<file path="src/pkg/sysif_pkg.sv">
// Shared constants and types for the system interface attribute block
package sysif_pkg;
   localparam int NUM_REQ = 8;
   localparam int TLB_DEPTH = 16;
   localparam int PA_W = 40;
   localparam int VA_W = 64;
   localparam int BUS_W = 64;
   localparam int APB_AW = 8;
   localparam int ATTR_W = 2;
   localparam int ATTR_LSB = 58;
   localparam int VA_ATTR_LSB = 57;
   localparam int ENTRY_ATTR_LSB = 30;
   localparam int STATE_W = 2;
   localparam int STATE_LSB = 60;
   localparam int CTRL_W = 3;
   localparam int CTRL_CRT = 0;
   localparam int CTRL_ELIM = 1;
   localparam int CTRL_MODE64 = 2;
   localparam logic [CTRL_W-1:0] CTRL_RESET = 3'h0;
   localparam int STATUS_OTHER_LSB = 8;
   localparam logic [APB_AW-1:0] OFS_CTRL = 8'h00;
   localparam logic [APB_AW-1:0] OFS_STATUS = 8'h04;
   localparam logic [APB_AW-1:0] OFS_EVEN = 8'h08;
   localparam logic [APB_AW-1:0] OFS_ODD = 8'h0C;
   localparam logic [APB_AW-1:0] OFS_TLB_WR = 8'h10;
   typedef enum logic [3:0] {
      KIND_BLK_RD = 4'h0,
      KIND_UPGRADE = 4'h1,
      KIND_BLK_WR = 4'h2,
      KIND_DW_RD = 4'h3,
      KIND_SW_RD = 4'h4,
      KIND_PW_RD = 4'h5,
      KIND_DW_WR = 4'h6,
      KIND_SW_WR = 4'h7,
      KIND_PW_WR = 4'h8,
      KIND_ELIM = 4'h9
   } req_kind_t;
   typedef enum logic [1:0] {
      SC_INVALID = 2'h0,
      SC_SHARED = 2'h1,
      SC_CLEAN_EXCL = 2'h2,
      SC_DIRTY_EXCL = 2'h3
   } sc_state_t;
   typedef enum logic {
      ST_IDLE = 1'b0,
      ST_ADDR = 1'b1
   } emit_state_t;
endpackage

</file>
<file path="src/pkg/sysif_link_if.sv">
// Carrier between the top module, the attribute table and the number tracker
`timescale 1ns/1ps
interface sysif_link_if #(
   parameter int NREQ = sysif_pkg::NUM_REQ,
   parameter int DEPTH = sysif_pkg::TLB_DEPTH
);
   localparam int IW = $clog2(DEPTH);
   localparam int NW = $clog2(NREQ);
   logic mapped;
   logic [sysif_pkg::ATTR_W-1:0] vaAttr;
   logic [IW-1:0] tlbIdx;
   logic oddPage;
   logic [sysif_pkg::ATTR_W-1:0] attr;
   logic tlbWr;
   logic [IW-1:0] wrIdx;
   logic [sysif_pkg::ATTR_W-1:0] wrEven;
   logic [sysif_pkg::ATTR_W-1:0] wrOdd;
   logic setOwn;
   logic [NW-1:0] ownNum;
   logic setSnoop;
   logic [NW-1:0] snoopNum;
   logic setExt;
   logic [NW-1:0] extNum;
   logic clr;
   logic [NW-1:0] clrNum;
   logic [NREQ-1:0] busy;
   logic [NREQ-1:0] other;
   modport top(output mapped, vaAttr, tlbIdx, oddPage, tlbWr, wrIdx, wrEven, wrOdd,
      setOwn, ownNum, setSnoop, snoopNum, setExt, extNum, clr, clrNum,
      input attr, busy, other);
   modport attrs(input mapped, vaAttr, tlbIdx, oddPage, tlbWr, wrIdx, wrEven, wrOdd,
      output attr);
   modport tracker(input setOwn, ownNum, setSnoop, snoopNum, setExt, extNum, clr, clrNum,
      output busy, other);
endinterface

</file>
<file path="src/design/uc_attr_table.sv">
// Per-entry uncached attribute store and attribute source select
`timescale 1ns/1ps
module uc_attr_table #(
   parameter int DEPTH = sysif_pkg::TLB_DEPTH
) (
   input wire logic ref_clk,
   input wire logic rst,
   sysif_link_if.attrs lnk
);
   import sysif_pkg::*;
   localparam int IW = $clog2(DEPTH);
   logic [ATTR_W-1:0] even_ff [DEPTH];
   logic [ATTR_W-1:0] odd_ff [DEPTH];
   genvar g;
   for (g = 0; g < DEPTH; g++) begin : g_ent
      always_ff @(posedge ref_clk or posedge rst) begin
         if (rst) begin
            even_ff[g] <= '0;
            odd_ff[g] <= '0;
         end else if (lnk.tlbWr && lnk.wrIdx == IW'(g)) begin
            even_ff[g] <= lnk.wrEven;
            odd_ff[g] <= lnk.wrOdd;
         end
      end
   end
   // Unmapped takes the address bits, mapped the matching entry [RL12] [RL13]
   assign lnk.attr = !lnk.mapped ? lnk.vaAttr
      : (lnk.oddPage ? odd_ff[lnk.tlbIdx] : even_ff[lnk.tlbIdx]);
endmodule

</file>
<file path="src/design/req_num_tracker.sv">
// Busy flags per request number, with a mark for numbers held by another device
`timescale 1ns/1ps
module req_num_tracker #(
   parameter int NREQ = sysif_pkg::NUM_REQ
) (
   input wire logic ref_clk,
   input wire logic rst,
   sysif_link_if.tracker lnk
);
   localparam int NW = $clog2(NREQ);
   logic [NREQ-1:0] busy_ff;
   logic [NREQ-1:0] other_ff;
   genvar g;
   for (g = 0; g < NREQ; g++) begin : g_num
      logic hitOwn;
      logic hitSnoop;
      logic hitExt;
      assign hitOwn = lnk.setOwn && lnk.ownNum == NW'(g);
      assign hitSnoop = lnk.setSnoop && lnk.snoopNum == NW'(g);
      assign hitExt = lnk.setExt && lnk.extNum == NW'(g);
      // A set in the clearing cycle wins so no reservation is lost
      always_ff @(posedge ref_clk or posedge rst) begin
         if (rst) begin
            busy_ff[g] <= 1'b0;
            other_ff[g] <= 1'b0;
         end else if (hitOwn || hitSnoop || hitExt) begin
            busy_ff[g] <= 1'b1;
            other_ff[g] <= hitSnoop; // [RL6]
         end else if (lnk.clr && lnk.clrNum == NW'(g)) begin
            busy_ff[g] <= 1'b0;
            other_ff[g] <= 1'b0;
         end
      end
   end
   assign lnk.busy = busy_ff;
   assign lnk.other = other_ff;
endmodule

</file>
<file path="src/design/sysif_coherency_attr_support.sv">
// Address cycle extras for duplicate tags, directories and uncached attributes
//
// How it works
// RL1 - I/O is plain memory access; no command marks an access as I/O.
// RL2 - Block read address cycle carries the block's former secondary cache state.
// RL3 - Outside duplicate tags must allow blocks in cache or outgoing buffer.
// RL4 - Coordinator normally tags external coherency requests with a free number.
// RL5 - With target mode off, a number busy from another device may be reused.
// RL6 - In slave state, another device's block read or upgrade marks its number busy.
// RL7 - A reusing request takes no free number; its data answers the original.
// RL8 - Eliminate enabled: each Shared or Exclusive block leaving cache issues eliminate; one offered with a core request gets evictReady, no eliminate.
// RL9 - Eliminate address cycle carries physical address and former block state.
// RL10 - Word reads and writes carry the 2-bit attribute on bus bits 59:58.
// RL11 - Block writes from fully gathered uncached blocks carry the attribute too.
// RL12 - Unmapped accesses take the attribute from virtual address bits 58:57.
// RL13 - Mapped accesses use the entry field, loaded from entry-low bits 63:62.
`timescale 1ns/1ps
module sysif_coherency_attr_support #(
   parameter int NREQ = sysif_pkg::NUM_REQ,
   parameter int DEPTH = sysif_pkg::TLB_DEPTH
) (
   input wire logic ref_clk,
   input wire logic rst,
   input wire logic [sysif_pkg::APB_AW-1:0] paddr,
   input wire logic psel,
   input wire logic penable,
   input wire logic pwrite,
   input wire logic [31:0] pwdata,
   output logic [31:0] prdata,
   output logic pready,
   output logic pslverr,
   input wire logic reqValid,
   input wire sysif_pkg::req_kind_t reqKind,
   input wire logic [$clog2(NREQ)-1:0] reqNum,
   input wire logic [sysif_pkg::PA_W-1:0] reqPaddr,
   input wire logic [sysif_pkg::VA_W-1:0] reqVaddr,
   input wire logic reqMapped,
   input wire logic [$clog2(DEPTH)-1:0] reqTlbIdx,
   input wire logic reqOddPage,
   input wire sysif_pkg::sc_state_t reqFormerState,
   input wire logic reqGathered,
   output logic reqReady,
   input wire logic evictValid,
   input wire logic [sysif_pkg::PA_W-1:0] evictPaddr,
   input wire sysif_pkg::sc_state_t evictState,
   output logic evictReady,
   input wire logic slaveState,
   input wire logic snoopValid,
   input wire sysif_pkg::req_kind_t snoopKind,
   input wire logic [$clog2(NREQ)-1:0] snoopNum,
   input wire logic doneValid,
   input wire logic [$clog2(NREQ)-1:0] doneNum,
   input wire logic extValid,
   input wire logic [$clog2(NREQ)-1:0] extNum,
   output logic extAccept,
   output logic extReuse,
   output logic extReject,
   output logic addrValid,
   output sysif_pkg::req_kind_t sysCmd,
   output logic [sysif_pkg::BUS_W-1:0] system_addr_data_bus
);
   import sysif_pkg::*;

   localparam int IW = $clog2(DEPTH);

   sysif_link_if #(.NREQ(NREQ), .DEPTH(DEPTH)) lnk ();

   logic pready_ff;
   logic pslverr_ff;
   logic [31:0] prdata_ff;
   logic [CTRL_W-1:0] ctrl_ff;
   logic [ATTR_W-1:0] evenHi_ff;
   logic [ATTR_W-1:0] oddHi_ff;
   emit_state_t state_ff;
   emit_state_t nxt_state;
   logic rdy_ff;
   logic addrValid_ff;
   req_kind_t cmd_ff;
   logic [BUS_W-1:0] bus_ff;
   logic extAccept_ff;
   logic extReuse_ff;
   logic extReject_ff;
   logic apbAcc;
   logic apbTake;
   logic apbWr;
   logic takeReq;
   logic takeEv;
   logic elimGo;
   logic showState;
   logic showAttr;
   logic extBusy;
   logic reuseOk;

   function automatic logic regHit(input logic [APB_AW-1:0] a);
      regHit = (a == OFS_CTRL) || (a == OFS_STATUS) || (a == OFS_EVEN)
         || (a == OFS_ODD) || (a == OFS_TLB_WR);
   endfunction

   function automatic logic [31:0] regRead(input logic [APB_AW-1:0] a);
      logic [31:0] r;
      r = '0;
      unique case (a)
         OFS_CTRL: begin
            r[CTRL_W-1:0] = ctrl_ff;
         end
         OFS_STATUS: begin
            r[NREQ-1:0] = lnk.busy;
            r[STATUS_OTHER_LSB+:NREQ] = lnk.other;
         end
         OFS_EVEN: begin
            r[ENTRY_ATTR_LSB+:ATTR_W] = evenHi_ff;
         end
         OFS_ODD: begin
            r[ENTRY_ATTR_LSB+:ATTR_W] = oddHi_ff;
         end
         default: begin
            r = '0;
         end
      endcase
      regRead = r;
   endfunction

   // Address cycle layout: address low, former state and attribute high
   function automatic logic [BUS_W-1:0] busWord(
      input logic [PA_W-1:0] pa,
      input logic [STATE_W-1:0] st,
      input logic [ATTR_W-1:0] at
   );
      logic [BUS_W-1:0] w;
      w = '0;
      w[PA_W-1:0] = pa;
      w[STATE_LSB+:STATE_W] = st;
      w[ATTR_LSB+:ATTR_W] = at; // [RL10]
      busWord = w;
   endfunction

   function automatic logic isWordAccess(input req_kind_t k);
      isWordAccess = (k == KIND_DW_RD) || (k == KIND_SW_RD) || (k == KIND_PW_RD)
         || (k == KIND_DW_WR) || (k == KIND_SW_WR) || (k == KIND_PW_WR);
   endfunction

   // APB: one wait state; read data is registered on the same edge that raises pready
   assign apbAcc = psel && penable;
   assign apbTake = apbAcc && pready_ff;
   assign apbWr = apbTake && pwrite;

   always_ff @(posedge ref_clk or posedge rst) begin
      if (rst) begin
         pready_ff <= 1'b0;
      end else begin
         pready_ff <= apbAcc && !pready_ff;
      end
   end

   always_ff @(posedge ref_clk or posedge rst) begin
      if (rst) begin
         prdata_ff <= '0;
         pslverr_ff <= 1'b0;
      end else if (apbAcc && !pready_ff) begin
         prdata_ff <= pwrite ? '0 : regRead(paddr);
         pslverr_ff <= !regHit(paddr);
      end else if (!apbAcc) begin
         prdata_ff <= '0;
         pslverr_ff <= 1'b0;
      end
   end

   always_ff @(posedge ref_clk or posedge rst) begin
      if (rst) begin
         ctrl_ff <= CTRL_RESET;
      end else if (apbWr && paddr == OFS_CTRL) begin
         ctrl_ff <= pwdata[CTRL_W-1:0];
      end
   end

   // Only bits 63:62 of each entry-low word matter here, held as the upper word
   always_ff @(posedge ref_clk or posedge rst) begin
      if (rst) begin
         evenHi_ff <= '0;
         oddHi_ff <= '0;
      end else if (apbWr && paddr == OFS_EVEN) begin
         evenHi_ff <= pwdata[ENTRY_ATTR_LSB+:ATTR_W];
      end else if (apbWr && paddr == OFS_ODD) begin
         oddHi_ff <= pwdata[ENTRY_ATTR_LSB+:ATTR_W];
      end
   end

   // Entry commit; outside 64-bit mode the field cannot be loaded and reads zero
   assign lnk.tlbWr = apbWr && paddr == OFS_TLB_WR;
   assign lnk.wrIdx = pwdata[IW-1:0];
   assign lnk.wrEven = ctrl_ff[CTRL_MODE64] ? evenHi_ff : '0; // [RL13]
   assign lnk.wrOdd = ctrl_ff[CTRL_MODE64] ? oddHi_ff : '0; // [RL13]

   assign lnk.mapped = reqMapped;
   assign lnk.vaAttr = reqVaddr[VA_ATTR_LSB+:ATTR_W]; // [RL12]
   assign lnk.tlbIdx = reqTlbIdx;
   assign lnk.oddPage = reqOddPage;

   uc_attr_table #(.DEPTH(DEPTH)) u_attr (
      .ref_clk(ref_clk),
      .rst(rst),
      .lnk(lnk.attrs)
   );

   // Request emission; a core request beats a same-cycle eviction, which still sees evictReady and is dropped
   always_comb begin
      takeReq = reqValid && rdy_ff;
      takeEv = evictValid && rdy_ff && !takeReq;
      elimGo = takeEv && ctrl_ff[CTRL_ELIM] && evictState != SC_INVALID; // [RL8]
      showState = reqKind == KIND_BLK_RD; // [RL2]
      showAttr = isWordAccess(reqKind)
         || (reqKind == KIND_BLK_WR && reqGathered); // [RL10] [RL11]
      nxt_state = ST_IDLE;
      unique case (state_ff)
         ST_IDLE: begin
            nxt_state = (takeReq || elimGo) ? ST_ADDR : ST_IDLE;
         end
         ST_ADDR: begin
            nxt_state = ST_IDLE;
         end
      endcase
   end

   always_ff @(posedge ref_clk or posedge rst) begin
      if (rst) begin
         state_ff <= ST_IDLE;
         rdy_ff <= 1'b0;
      end else begin
         state_ff <= nxt_state;
         rdy_ff <= nxt_state == ST_IDLE;
      end
   end

   // The command is only the access kind; I/O travels as ordinary memory access
   always_ff @(posedge ref_clk or posedge rst) begin
      if (rst) begin
         addrValid_ff <= 1'b0;
         cmd_ff <= KIND_BLK_RD;
         bus_ff <= '0;
      end else if (takeReq) begin
         addrValid_ff <= 1'b1;
         cmd_ff <= reqKind; // [RL1]
         bus_ff <= busWord(reqPaddr,
            showState ? reqFormerState : SC_INVALID,
            showAttr ? lnk.attr : '0);
      end else if (elimGo) begin
         addrValid_ff <= 1'b1;
         cmd_ff <= KIND_ELIM;
         bus_ff <= busWord(evictPaddr, evictState, '0); // [RL9]
      end else begin
         addrValid_ff <= 1'b0;
         bus_ff <= '0;
      end
   end

   // Number tracking: own requests, observed requests, external requests
   assign lnk.setOwn = takeReq;
   assign lnk.ownNum = reqNum;
   assign lnk.setSnoop = slaveState && snoopValid
      && (snoopKind == KIND_BLK_RD || snoopKind == KIND_UPGRADE); // [RL6]
   assign lnk.snoopNum = snoopNum;
   assign lnk.clr = doneValid;
   assign lnk.clrNum = doneNum;
   assign lnk.extNum = extNum;

   // Busy status is sampled before this cycle's sets land
   assign extBusy = lnk.busy[extNum];
   assign reuseOk = !ctrl_ff[CTRL_CRT] && lnk.other[extNum]; // [RL5]
   assign lnk.setExt = extValid && !extBusy; // [RL4]

   req_num_tracker #(.NREQ(NREQ)) u_track (
      .ref_clk(ref_clk),
      .rst(rst),
      .lnk(lnk.tracker)
   );

   // A reuse consumes no number; its data goes back as the original's answer
   always_ff @(posedge ref_clk or posedge rst) begin
      if (rst) begin
         extAccept_ff <= 1'b0;
         extReuse_ff <= 1'b0;
         extReject_ff <= 1'b0;
      end else begin
         extAccept_ff <= extValid && (!extBusy || reuseOk);
         extReuse_ff <= extValid && extBusy && reuseOk; // [RL7]
         extReject_ff <= extValid && extBusy && !reuseOk; // [RL5]
      end
   end

   assign prdata = prdata_ff;
   assign pready = pready_ff;
   assign pslverr = pslverr_ff;
   assign reqReady = rdy_ff;
   assign evictReady = rdy_ff;
   assign extAccept = extAccept_ff;
   assign extReuse = extReuse_ff;
   assign extReject = extReject_ff;
   assign addrValid = addrValid_ff;
   assign sysCmd = cmd_ff;
   assign system_addr_data_bus = bus_ff;
endmodule

</file>
<file path="config.mk">
export PLATFORM = sky130hd
export DESIGN_NAME = sysif_coherency_attr_support
export DESIGN_NICKNAME = d
export VERILOG_FILES = /design/src/pkg/sysif_pkg.sv /design/src/pkg/sysif_link_if.sv /design/src/design/uc_attr_table.sv /design/src/design/req_num_tracker.sv /design/src/design/sysif_coherency_attr_support.sv
export SDC_FILE = /design/constraint.sdc
export NUM_CORES = 1
export LEC_CHECK = 0
export ABC_CLOCK_PERIOD_IN_PS = 5500
export BUFFER_PORTS_ARGS = -buffer_cell sky130_fd_sc_hd__buf_2
export CORE_MARGIN = 5
export CORE_UTILIZATION = 35
export DETAILED_ROUTE_END_ITERATION = 16
export GPL_ROUTABILITY_DRIVEN = 1
export PLACE_DENSITY = 0.62
export SETUP_SLACK_MARGIN = 0.02
export SYNTH_ARGS = -nofsm -noshare
export SYNTH_HDL_FRONTEND = slang
export SYNTH_SLANG_ARGS = --single-unit
</file>
<file path="constraint.sdc">
create_clock -name ref_clk -period 5.5 [get_ports ref_clk]
set_clock_uncertainty 0.1 [all_clocks]
set_input_delay 0.55 -clock ref_clk [delete_from_list [all_inputs] [get_ports ref_clk]]
set_output_delay 0.55 -clock ref_clk [all_outputs]
set_load 0.03 [all_outputs]
</file>
# --- Word level (Yosys, flattened, before mapping) ---
# Cells that the tools add are included.
totals:
  ff_bits: 195
  input_bits: 226
  elab_cells: 304
op_classes:
  order_cmp: 2
  eq_ne: 56
  n_mux: 56
  n_bitwise: 4
  n_reduce_logical: 124
op_table:
  columns: ["op", "count"]
  rows:
  - ["62-bit 2-to-1 mux", 2]
  - ["32-bit 2-to-1 mux", 3]
  - ["1-bit logical AND", 70]
  - ["3-bit equality test (second input constant)", 16]
  - ["4-bit equality test (second input constant)", 9]
  - ["4-bit by 3-bit equality test with 1-bit output (second input constant)", 8]
  - ["1-bit 2-to-1 mux", 31]
  - ["1-bit logical OR", 29]
  - ["3-bit by 2-bit equality test with 1-bit output (second input constant)", 8]
  - ["2-bit 2-to-1 mux", 10]
  - ["2-bit nonzero test", 10]
  - ["2-bit binary-select mux with 4-bit select", 2]
  - ["4-bit by 2-bit equality test with 1-bit output (second input constant)", 4]
  - ["8-bit by 4-bit equality test with 1-bit output (second input constant)", 2]
  - ["13-bit 2-to-1 mux", 1]
  - ["3-bit by 1-bit equality test with 1-bit output (second input constant)", 4]
  - ["3-bit zero test", 4]
  - ["4-bit zero test", 3]
  - ["4-bit by 1-bit equality test with 1-bit output (second input constant)", 2]
  - ["8-bit by 3-bit equality test with 1-bit output (second input constant)", 1]
  - ["8-bit by 5-bit equality test with 1-bit output (second input constant)", 1]
  - ["8-bit zero test", 1]
  - ["4-bit 2-to-1 mux", 2]
  - ["1-bit binary-select mux with 3-bit select", 2]
  - ["10 further kinds", 17]

# --- Longest topological paths before layout ---
# Gate-level depths: netlist of the first run.
logic_depth:
  depth_word: 9
  depth_mapped: 6
  ltp_nobuf: 5

# --- Modules after synthesis ---
# A second synthesis of the first run with hierarchy kept.
unflattened:
  hier_cells: 585
  area_unflattened_um2: 7420.9
modules_own_cells:
  columns: ["module", "n_inst", "cells_per_inst", "area_per_inst_um2"]
  rows:
  - ["sysif_coherency_attr_support", 1, 275, 3504.6]
  - ["uc_attr_table", 1, 223, 3078.0]
  - ["req_num_tracker", 1, 87, 838.3]

# --- Least setup slack after synthesis of the first run ---
# Ideal clock, no wire load.
synth_path:
  path_kind: "in2reg"
  startpoint: "input paddr[1] (netlist name)"
  endpoint: "register u_attr.even_ff[14] (netlist name)"
  t_arrival_ns: 2.251
  required_ns: 5.275
  setup_slack_ns: 3.024
  cell_stages: 5
  path_buffers: 0
  path_cell_list: "or4_4 > nor4_4 > nand4bb_2 > nor2_1 > mux2_2"
synth_between:
  elab_chain_cells: 3
synth_lines:
  columns: ["item", "line", "source"]
  rows:
  - ["start, declared", "sysif_coherency_attr_support.sv:24", "input wire logic [sysif_pkg::APB_AW-1:0] paddr,"]
  - ["8-bit by 5-bit equality test with 1-bit output", "sysif_coherency_attr_support.sv:189", "assign lnk.tlbWr = apbWr && paddr == OFS_TLB_WR;"]
  - ["1-bit logical AND", "sysif_coherency_attr_support.sv:189", null]
  - ["1-bit logical AND", "uc_attr_table.sv:20", "end else if (lnk.tlbWr && lnk.wrIdx == IW'(g)) begin"]
  - ["end signal, assigned by index", "uc_attr_table.sv:21", "even_ff[g] <= lnk.wrEven;"]
  - ["end, declared", "uc_attr_table.sv:12", "logic [ATTR_W-1:0] even_ff [DEPTH];"]
# No other way between the ends.
# A chain may end at the register's enable or synchronous reset.

# --- Worst setup path in the final report of the first run ---
layout_path:
  startpoint: "input paddr[1] (netlist name)"
  endpoint: "register u_attr.even_ff[30] (netlist name)"
# Same word-level chain as after synthesis.

==> reports/qor.txt, run 1 <==
First-pass GRT wire length -> 30500 um
PortBufs -> 210
Data required, critical path -> 5.70 ns
Hpwl dp -> 14300 um
RSZ-0062 raised after global routing -> no
CTS clk-pin slew, worst paths -> 0.07 ns
CP startpoint -> paddr[1]
H-tree Lvls -> 4
Clock Sinks -> 161
Critical path class -> input pin to register
Final setup violation count -> 0
Congestion Overflow GR -> 0
Worst VDD drop -> 0.180 mV
DR iter-0 viols -> 272
Yosys Warn Count -> 0
Tmin final -> 2.47 ns
Place WS -> 2.60 ns
Final WL -> 19400 um
Hold slack -> 0.173 ns
Sequential fraction of the synthesis area -> 54.2%
Final hold violations -> 0
Transition time of the tightest slew-check pin -> 0.936 ns
Cell Pwr Density -> 307 nW/um2
Status -> finished clean
Worst EP arrival -> 2.67 ns
I/O pin cnt -> 334
Worst skew pair latency -> 0.42 ns
Die Ht -> 156 um
Flops & latches, synth -> 161
Commonest cells in the netlist -> dfrtp_1, mux2_2, a22o_1, nand2_1, buf_4
Synth unique cells -> 54
CP Capture Type -> register
Finished Layout Cells -> 1097
Tcrit/Tclk final -> 44.9%
CTS Root Cell -> clkbuf_16
Core footprint -> 21000 um2
GPL Wtd Cong -> 0.852
Avg Cell Area, Syn -> 12.2 um2
Vias in the first global route -> 5692
Final Power -> 2.83 mW
Top cell type's share of synthesized area -> 54.2%
Postcts setup bufs -> 0
Worst min-delay path class -> input pin to asynchronous set/reset pin
Cell with the most instances after synthesis -> dfrtp_1
Wire per inst -> 17.7 um
Inst Count DP -> 1065
Mapped Cells -> 607
R2R Path End -> u_track.lnk.other[1]$_DFFE_PP0P_
Hold buffer count at cts -> 0
Antenna-violating nets left -> 0
Layout Nets -> 1035
Synth area leader -> dfrtp_1
Largest net degree at the start of global routing -> 86
Slew headroom -> 37.6%
First-pass detailed-route iteration total -> 4
Ant. Diodes -> 0
R2R depth -> 5
Worst Setup Slack, final -> 3.03 ns
Main flop type after synthesis -> dfrtp_1
Setup tns final -> 0 ns
RR Startpoint -> evictReady$_DFF_PP0_
FMAX -> 405 MHz
Average vias per placed instance -> 4.97
CTS Buffer Depth -> 2
Layout area overhead -> 24.0%
Slew Viols, Final -> 0
Synth Cell Area -> 7430 um2
PostCTS Resize Cnt -> 0
Rows -> 53
Initial antenna violation count -> 2
Critical path peak fanout -> 5
DRC Markers -> 0
Die Area -> 24200 um2
Area contributors post-synth -> dfrtp_1, mux2_2, a22o_1
Die X -> 156 um
TritonCTS clock tree -> built
R2R Setup Slk -> 3.10 ns
All-Layer GR Usage -> 16.0%
Routed vias -> 5454
Layout cells sized above 1 -> 42.0%
Number of enable flip-flop cells after synthesis -> 0
Max cap viols -> 0
Setup crit end -> u_attr.even_ff[30]$_DFFE_PP0P_
Leak -> 4.76 nW
CTS buffer count -> 17
Starting density of the core -> 35.4%
Async SR Flop Fraction -> 100%
Startpoint types -> input pin
## worst min-delay path by stage
stage	start	end	slack, ns	depth (start not counted)
floorplan	state_ff$_DFF_PP0_	evictReady$_DFF_PP0_	0.33	1
global placement	state_ff$_DFF_PP0_	evictReady$_DFF_PP0_	0.34	1
detailed placement	state_ff$_DFF_PP0_	evictReady$_DFF_PP0_	0.35	1
CTS	rst	system_addr_data_bus[30]$_DFF_PP0_	0.20	2
global route	evictPaddr[20]	system_addr_data_bus[20]$_DFF_PP0_	0.22	2
finish	rst	system_addr_data_bus[30]$_DFF_PP0_	0.17	2
## state kept, by name, indices dropped and copies added (netlist names), 2 cells and up
name                  cells
system_addr_data_bus     44
u_attr.even_ff           32
u_attr.odd_ff            32
prdata                   18
u_track.lnk.busy          8
u_track.lnk.other         8
sysCmd                    4
ctrl_ff                   3
evenHi_ff                 2
oddHi_ff                  2
## critical path, cell delays in order
cell and delay (ns):
buf_2 0.09, or4_4 0.56, nor4_4 0.42, nand4bb_2 0.29
nor3_2 0.38, mux2_2 0.38
## area by class of cell
cell class | instances | area, um2
sequential | 161 | 4030
tap | 275 | 344
timing repair buffer | 213 | 1070
fill | 2019 | 11700
clock inverter | 14 | 168
multi-input combinational | 409 | 3120
inverter | 7 | 31.3
clock buffer | 18 | 439
## per-layer routing
layer / share of wire (%) / track usage [%] / vias up
li1: - / - / 2558
met1: 42 / 20.4 / 2711
met2: 50 / 26.4 / 162
met3: 7.1 / 5.41 / 19
met4: 1.1 / 4.04 / 4
met5: 0.11 / 0 / -
## where the power goes
part	internal [mW]	total (mW)	switching, mW
Sequential	1.23	1.26	0.0268
Combinational	0.117	0.347	0.230
Clock	0.699	1.23	0.528
Total	2.05	2.83	0.785
## kinds of logic (layout without fill, tap and decap cells)
group,Yosys count,in the layout,synth area share [%]
AO/OA/AOI/OAI,106,106,11.2
multiplexers,111,111,17.3
buffers and inverters,70,252,5.39
AND/OR/NAND/NOR,158,158,11.9
flip-flops,161,161,54.2
other,1,34,0.0505
## cells in the final DEF, fill, tap and decap left out, drive strengths merged, types with 3 or more instances in the layout
master and n:
a21oi 5, nand3 23, mux2i 28, mux2 77, dfrtp 161, clkinv 4
a22o 58, nand2 52, nor2 22, and2 6, nand2b 9, and3 4
mux4 6, inv 15, o22ai 3, o21ai 17, buf 213, or2 3
nand4 5, clkbuf 18, conb 34, nor2b 12, nor3 9
## stage by stage
step,instance area (um2),utilization [%]
final,9210,43.9
after floorplan,7550,-
after global placement,8600,41.0
after CTS,9210,43.9
after detailed placement,8600,41.0
after global routing,9210,43.9
Power figures use the tool's default switching activity.
==> run 2: changes to the inputs <==
Settings changed: ABC_CLOCK_PERIOD_IN_PS 5500 to 2000, PLACE_DENSITY 0.62 to 0.65.
Clock period 5.5 ns to 2 ns, I/O delays scaled along.
==> reports/qor.txt, run 2 (synthesis results as in run 1) <==
Status -> finished clean
Slew headroom -> 66.3%
Worst min-delay path class -> input pin to register
CP startpoint -> pready$_DFF_PP0_
Core footprint -> 21000 um2
Slew Viols, Final -> 0
Routed vias -> 6099
Worst Setup Slack, final -> 0.0641 ns
Tcrit/Tclk final -> 96.8%
Final setup violation count -> 0
Layout Nets -> 1165
Startpoint types -> register
CTS buffer count -> 17
Commonest cells after routing, fill and taps aside -> buf_2, dfrtp_1, dlygate4sd3_1
Max cap viols -> 0
Final hold violations -> 0
First-pass detailed-route iteration total -> 6
Critical path class -> register to register
Average vias per placed instance -> 4.97
Data required, critical path -> 2.21 ns
Finished Layout Cells -> 1226
Layout cells sized above 1 -> 40.9%
Hpwl dp -> 15700 um
Final Power -> 7.92 mW
Largest net degree at the start of global routing -> 58
FMAX -> 517 MHz
Ant. Diodes -> 0
Final WL -> 22700 um
TritonCTS clock tree -> built
GPL Wtd Cong -> 0.882
CTS Root Cell -> clkbuf_16
Cell Pwr Density -> 741 nW/um2
RSZ-0062 raised after global routing -> yes
PortBufs -> 210
CTS clk-pin slew, worst paths -> 0.07 ns
Critical path peak fanout -> 5
Leak -> 5.37 nW
Congestion Overflow GR -> 0
DR iter-0 viols -> 320
First-pass GRT wire length -> 35900 um
Transition time of the tightest slew-check pin -> 0.503 ns
Die Ht -> 156 um
Rows -> 53
Hold slack -> 0.00989 ns
Setup tns final -> 0 ns
Min-delay src -> reqVaddr[57]
Place WS -> -0.401 ns
Worst skew pair latency -> 0.42 ns
Inst Count DP -> 1092
RR Startpoint -> pready$_DFF_PP0_
Leading cell type in the layout, fill and taps excluded -> buf_2
Max reg flops -> 44
Tmin final -> 1.94 ns
Worst EP arrival -> 2.14 ns
Initial antenna violation count -> 1
Wire per inst -> 18.5 um
CP Capture Type -> register
H-tree Lvls -> 4
Vias in the first global route -> 6622
Antenna-violating nets left -> 0
Layout area overhead -> 43.9%
Die Area -> 24200 um2
Starting density of the core -> 35.4%
Die X -> 156 um
Clock Sinks -> 161
Worst VDD drop -> 0.459 mV
I/O pin cnt -> 334
DRC Markers -> 0
All-Layer GR Usage -> 18.9%
CTS Buffer Depth -> 2
## run 2: report_power, final
group          total (mW)  switching, mW  internal [mW]
registers            3.46         0.0772           3.38
logic                1.17          0.695          0.471
clock network        3.30           1.43           1.87
## run 2: final timing paths
path                       slack (ns)                            endpoint  cells after the start
setup / recovery                 0.06      u_attr.even_ff[14]$_DFFE_PP0P_                      7
hold / removal                   0.01  system_addr_data_bus[58]$_DFF_PP0_                      3
setup reg to reg                 0.06      u_attr.even_ff[14]$_DFFE_PP0P_                      7
hold reg to reg                  0.37                evictReady$_DFF_PP0_                      1
max in group asynchronous        0.92   system_addr_data_bus[7]$_DFF_PP0_                      4
min in group asynchronous        0.24       u_attr.even_ff[7]$_DFFE_PP0P_                      3
## run 2: layout make-up
type                    instances  area, um2
fillers                      1827      10300
flip-flops and latches        161       4030
multi-input cells             409       3340
repair buffers                343       2360
clock buffers                  18        429
well taps                     275        344
clock inverters                13        154
inverters                       7       30.0
## run 2: worst max-delay path, stage by stage, from the launching register on
cell	delay [ns]
dfrtp_1	0.36
nand4_1	0.16
nor4_4	0.18
buf_6	0.16
nand4bb_4	0.17
buf_4	0.19
nor2_4	0.14
mux2_2	0.35
## run 2: what timing repair did
| item | CTS | global route |
|---|---|---|
| hold buffers | 96 | 0 |
| pin swaps | 3 | 3 |
| hold endpoints to repair | 71 | 0 |
| cloned | 0 | 0 |
| setup endpoints to repair | 16 | 41 |
| setup buffers | 5 | 2 |
| resized for setup | 0 | 6 |
## run 2: per-stage QoR
stage                     cell area (um2)  utilization, %
after floorplan                      7760               -
after global placement               9070            43.3
after detailed placement             9070            43.3
after CTS                           10700            50.8
after global routing                10700            51.0
final                               10700            51.0
## run 2: routing by layer
layer / vias up / share of wire [%] / GRT usage, %
met5: - / 0.048 / 0
met4: 2 / 1.6 / 5.00
met3: 34 / 7.5 / 6.57
met2: 221 / 50 / 31.7
met1: 3033 / 41 / 23.4
li1: 2809 / - / -
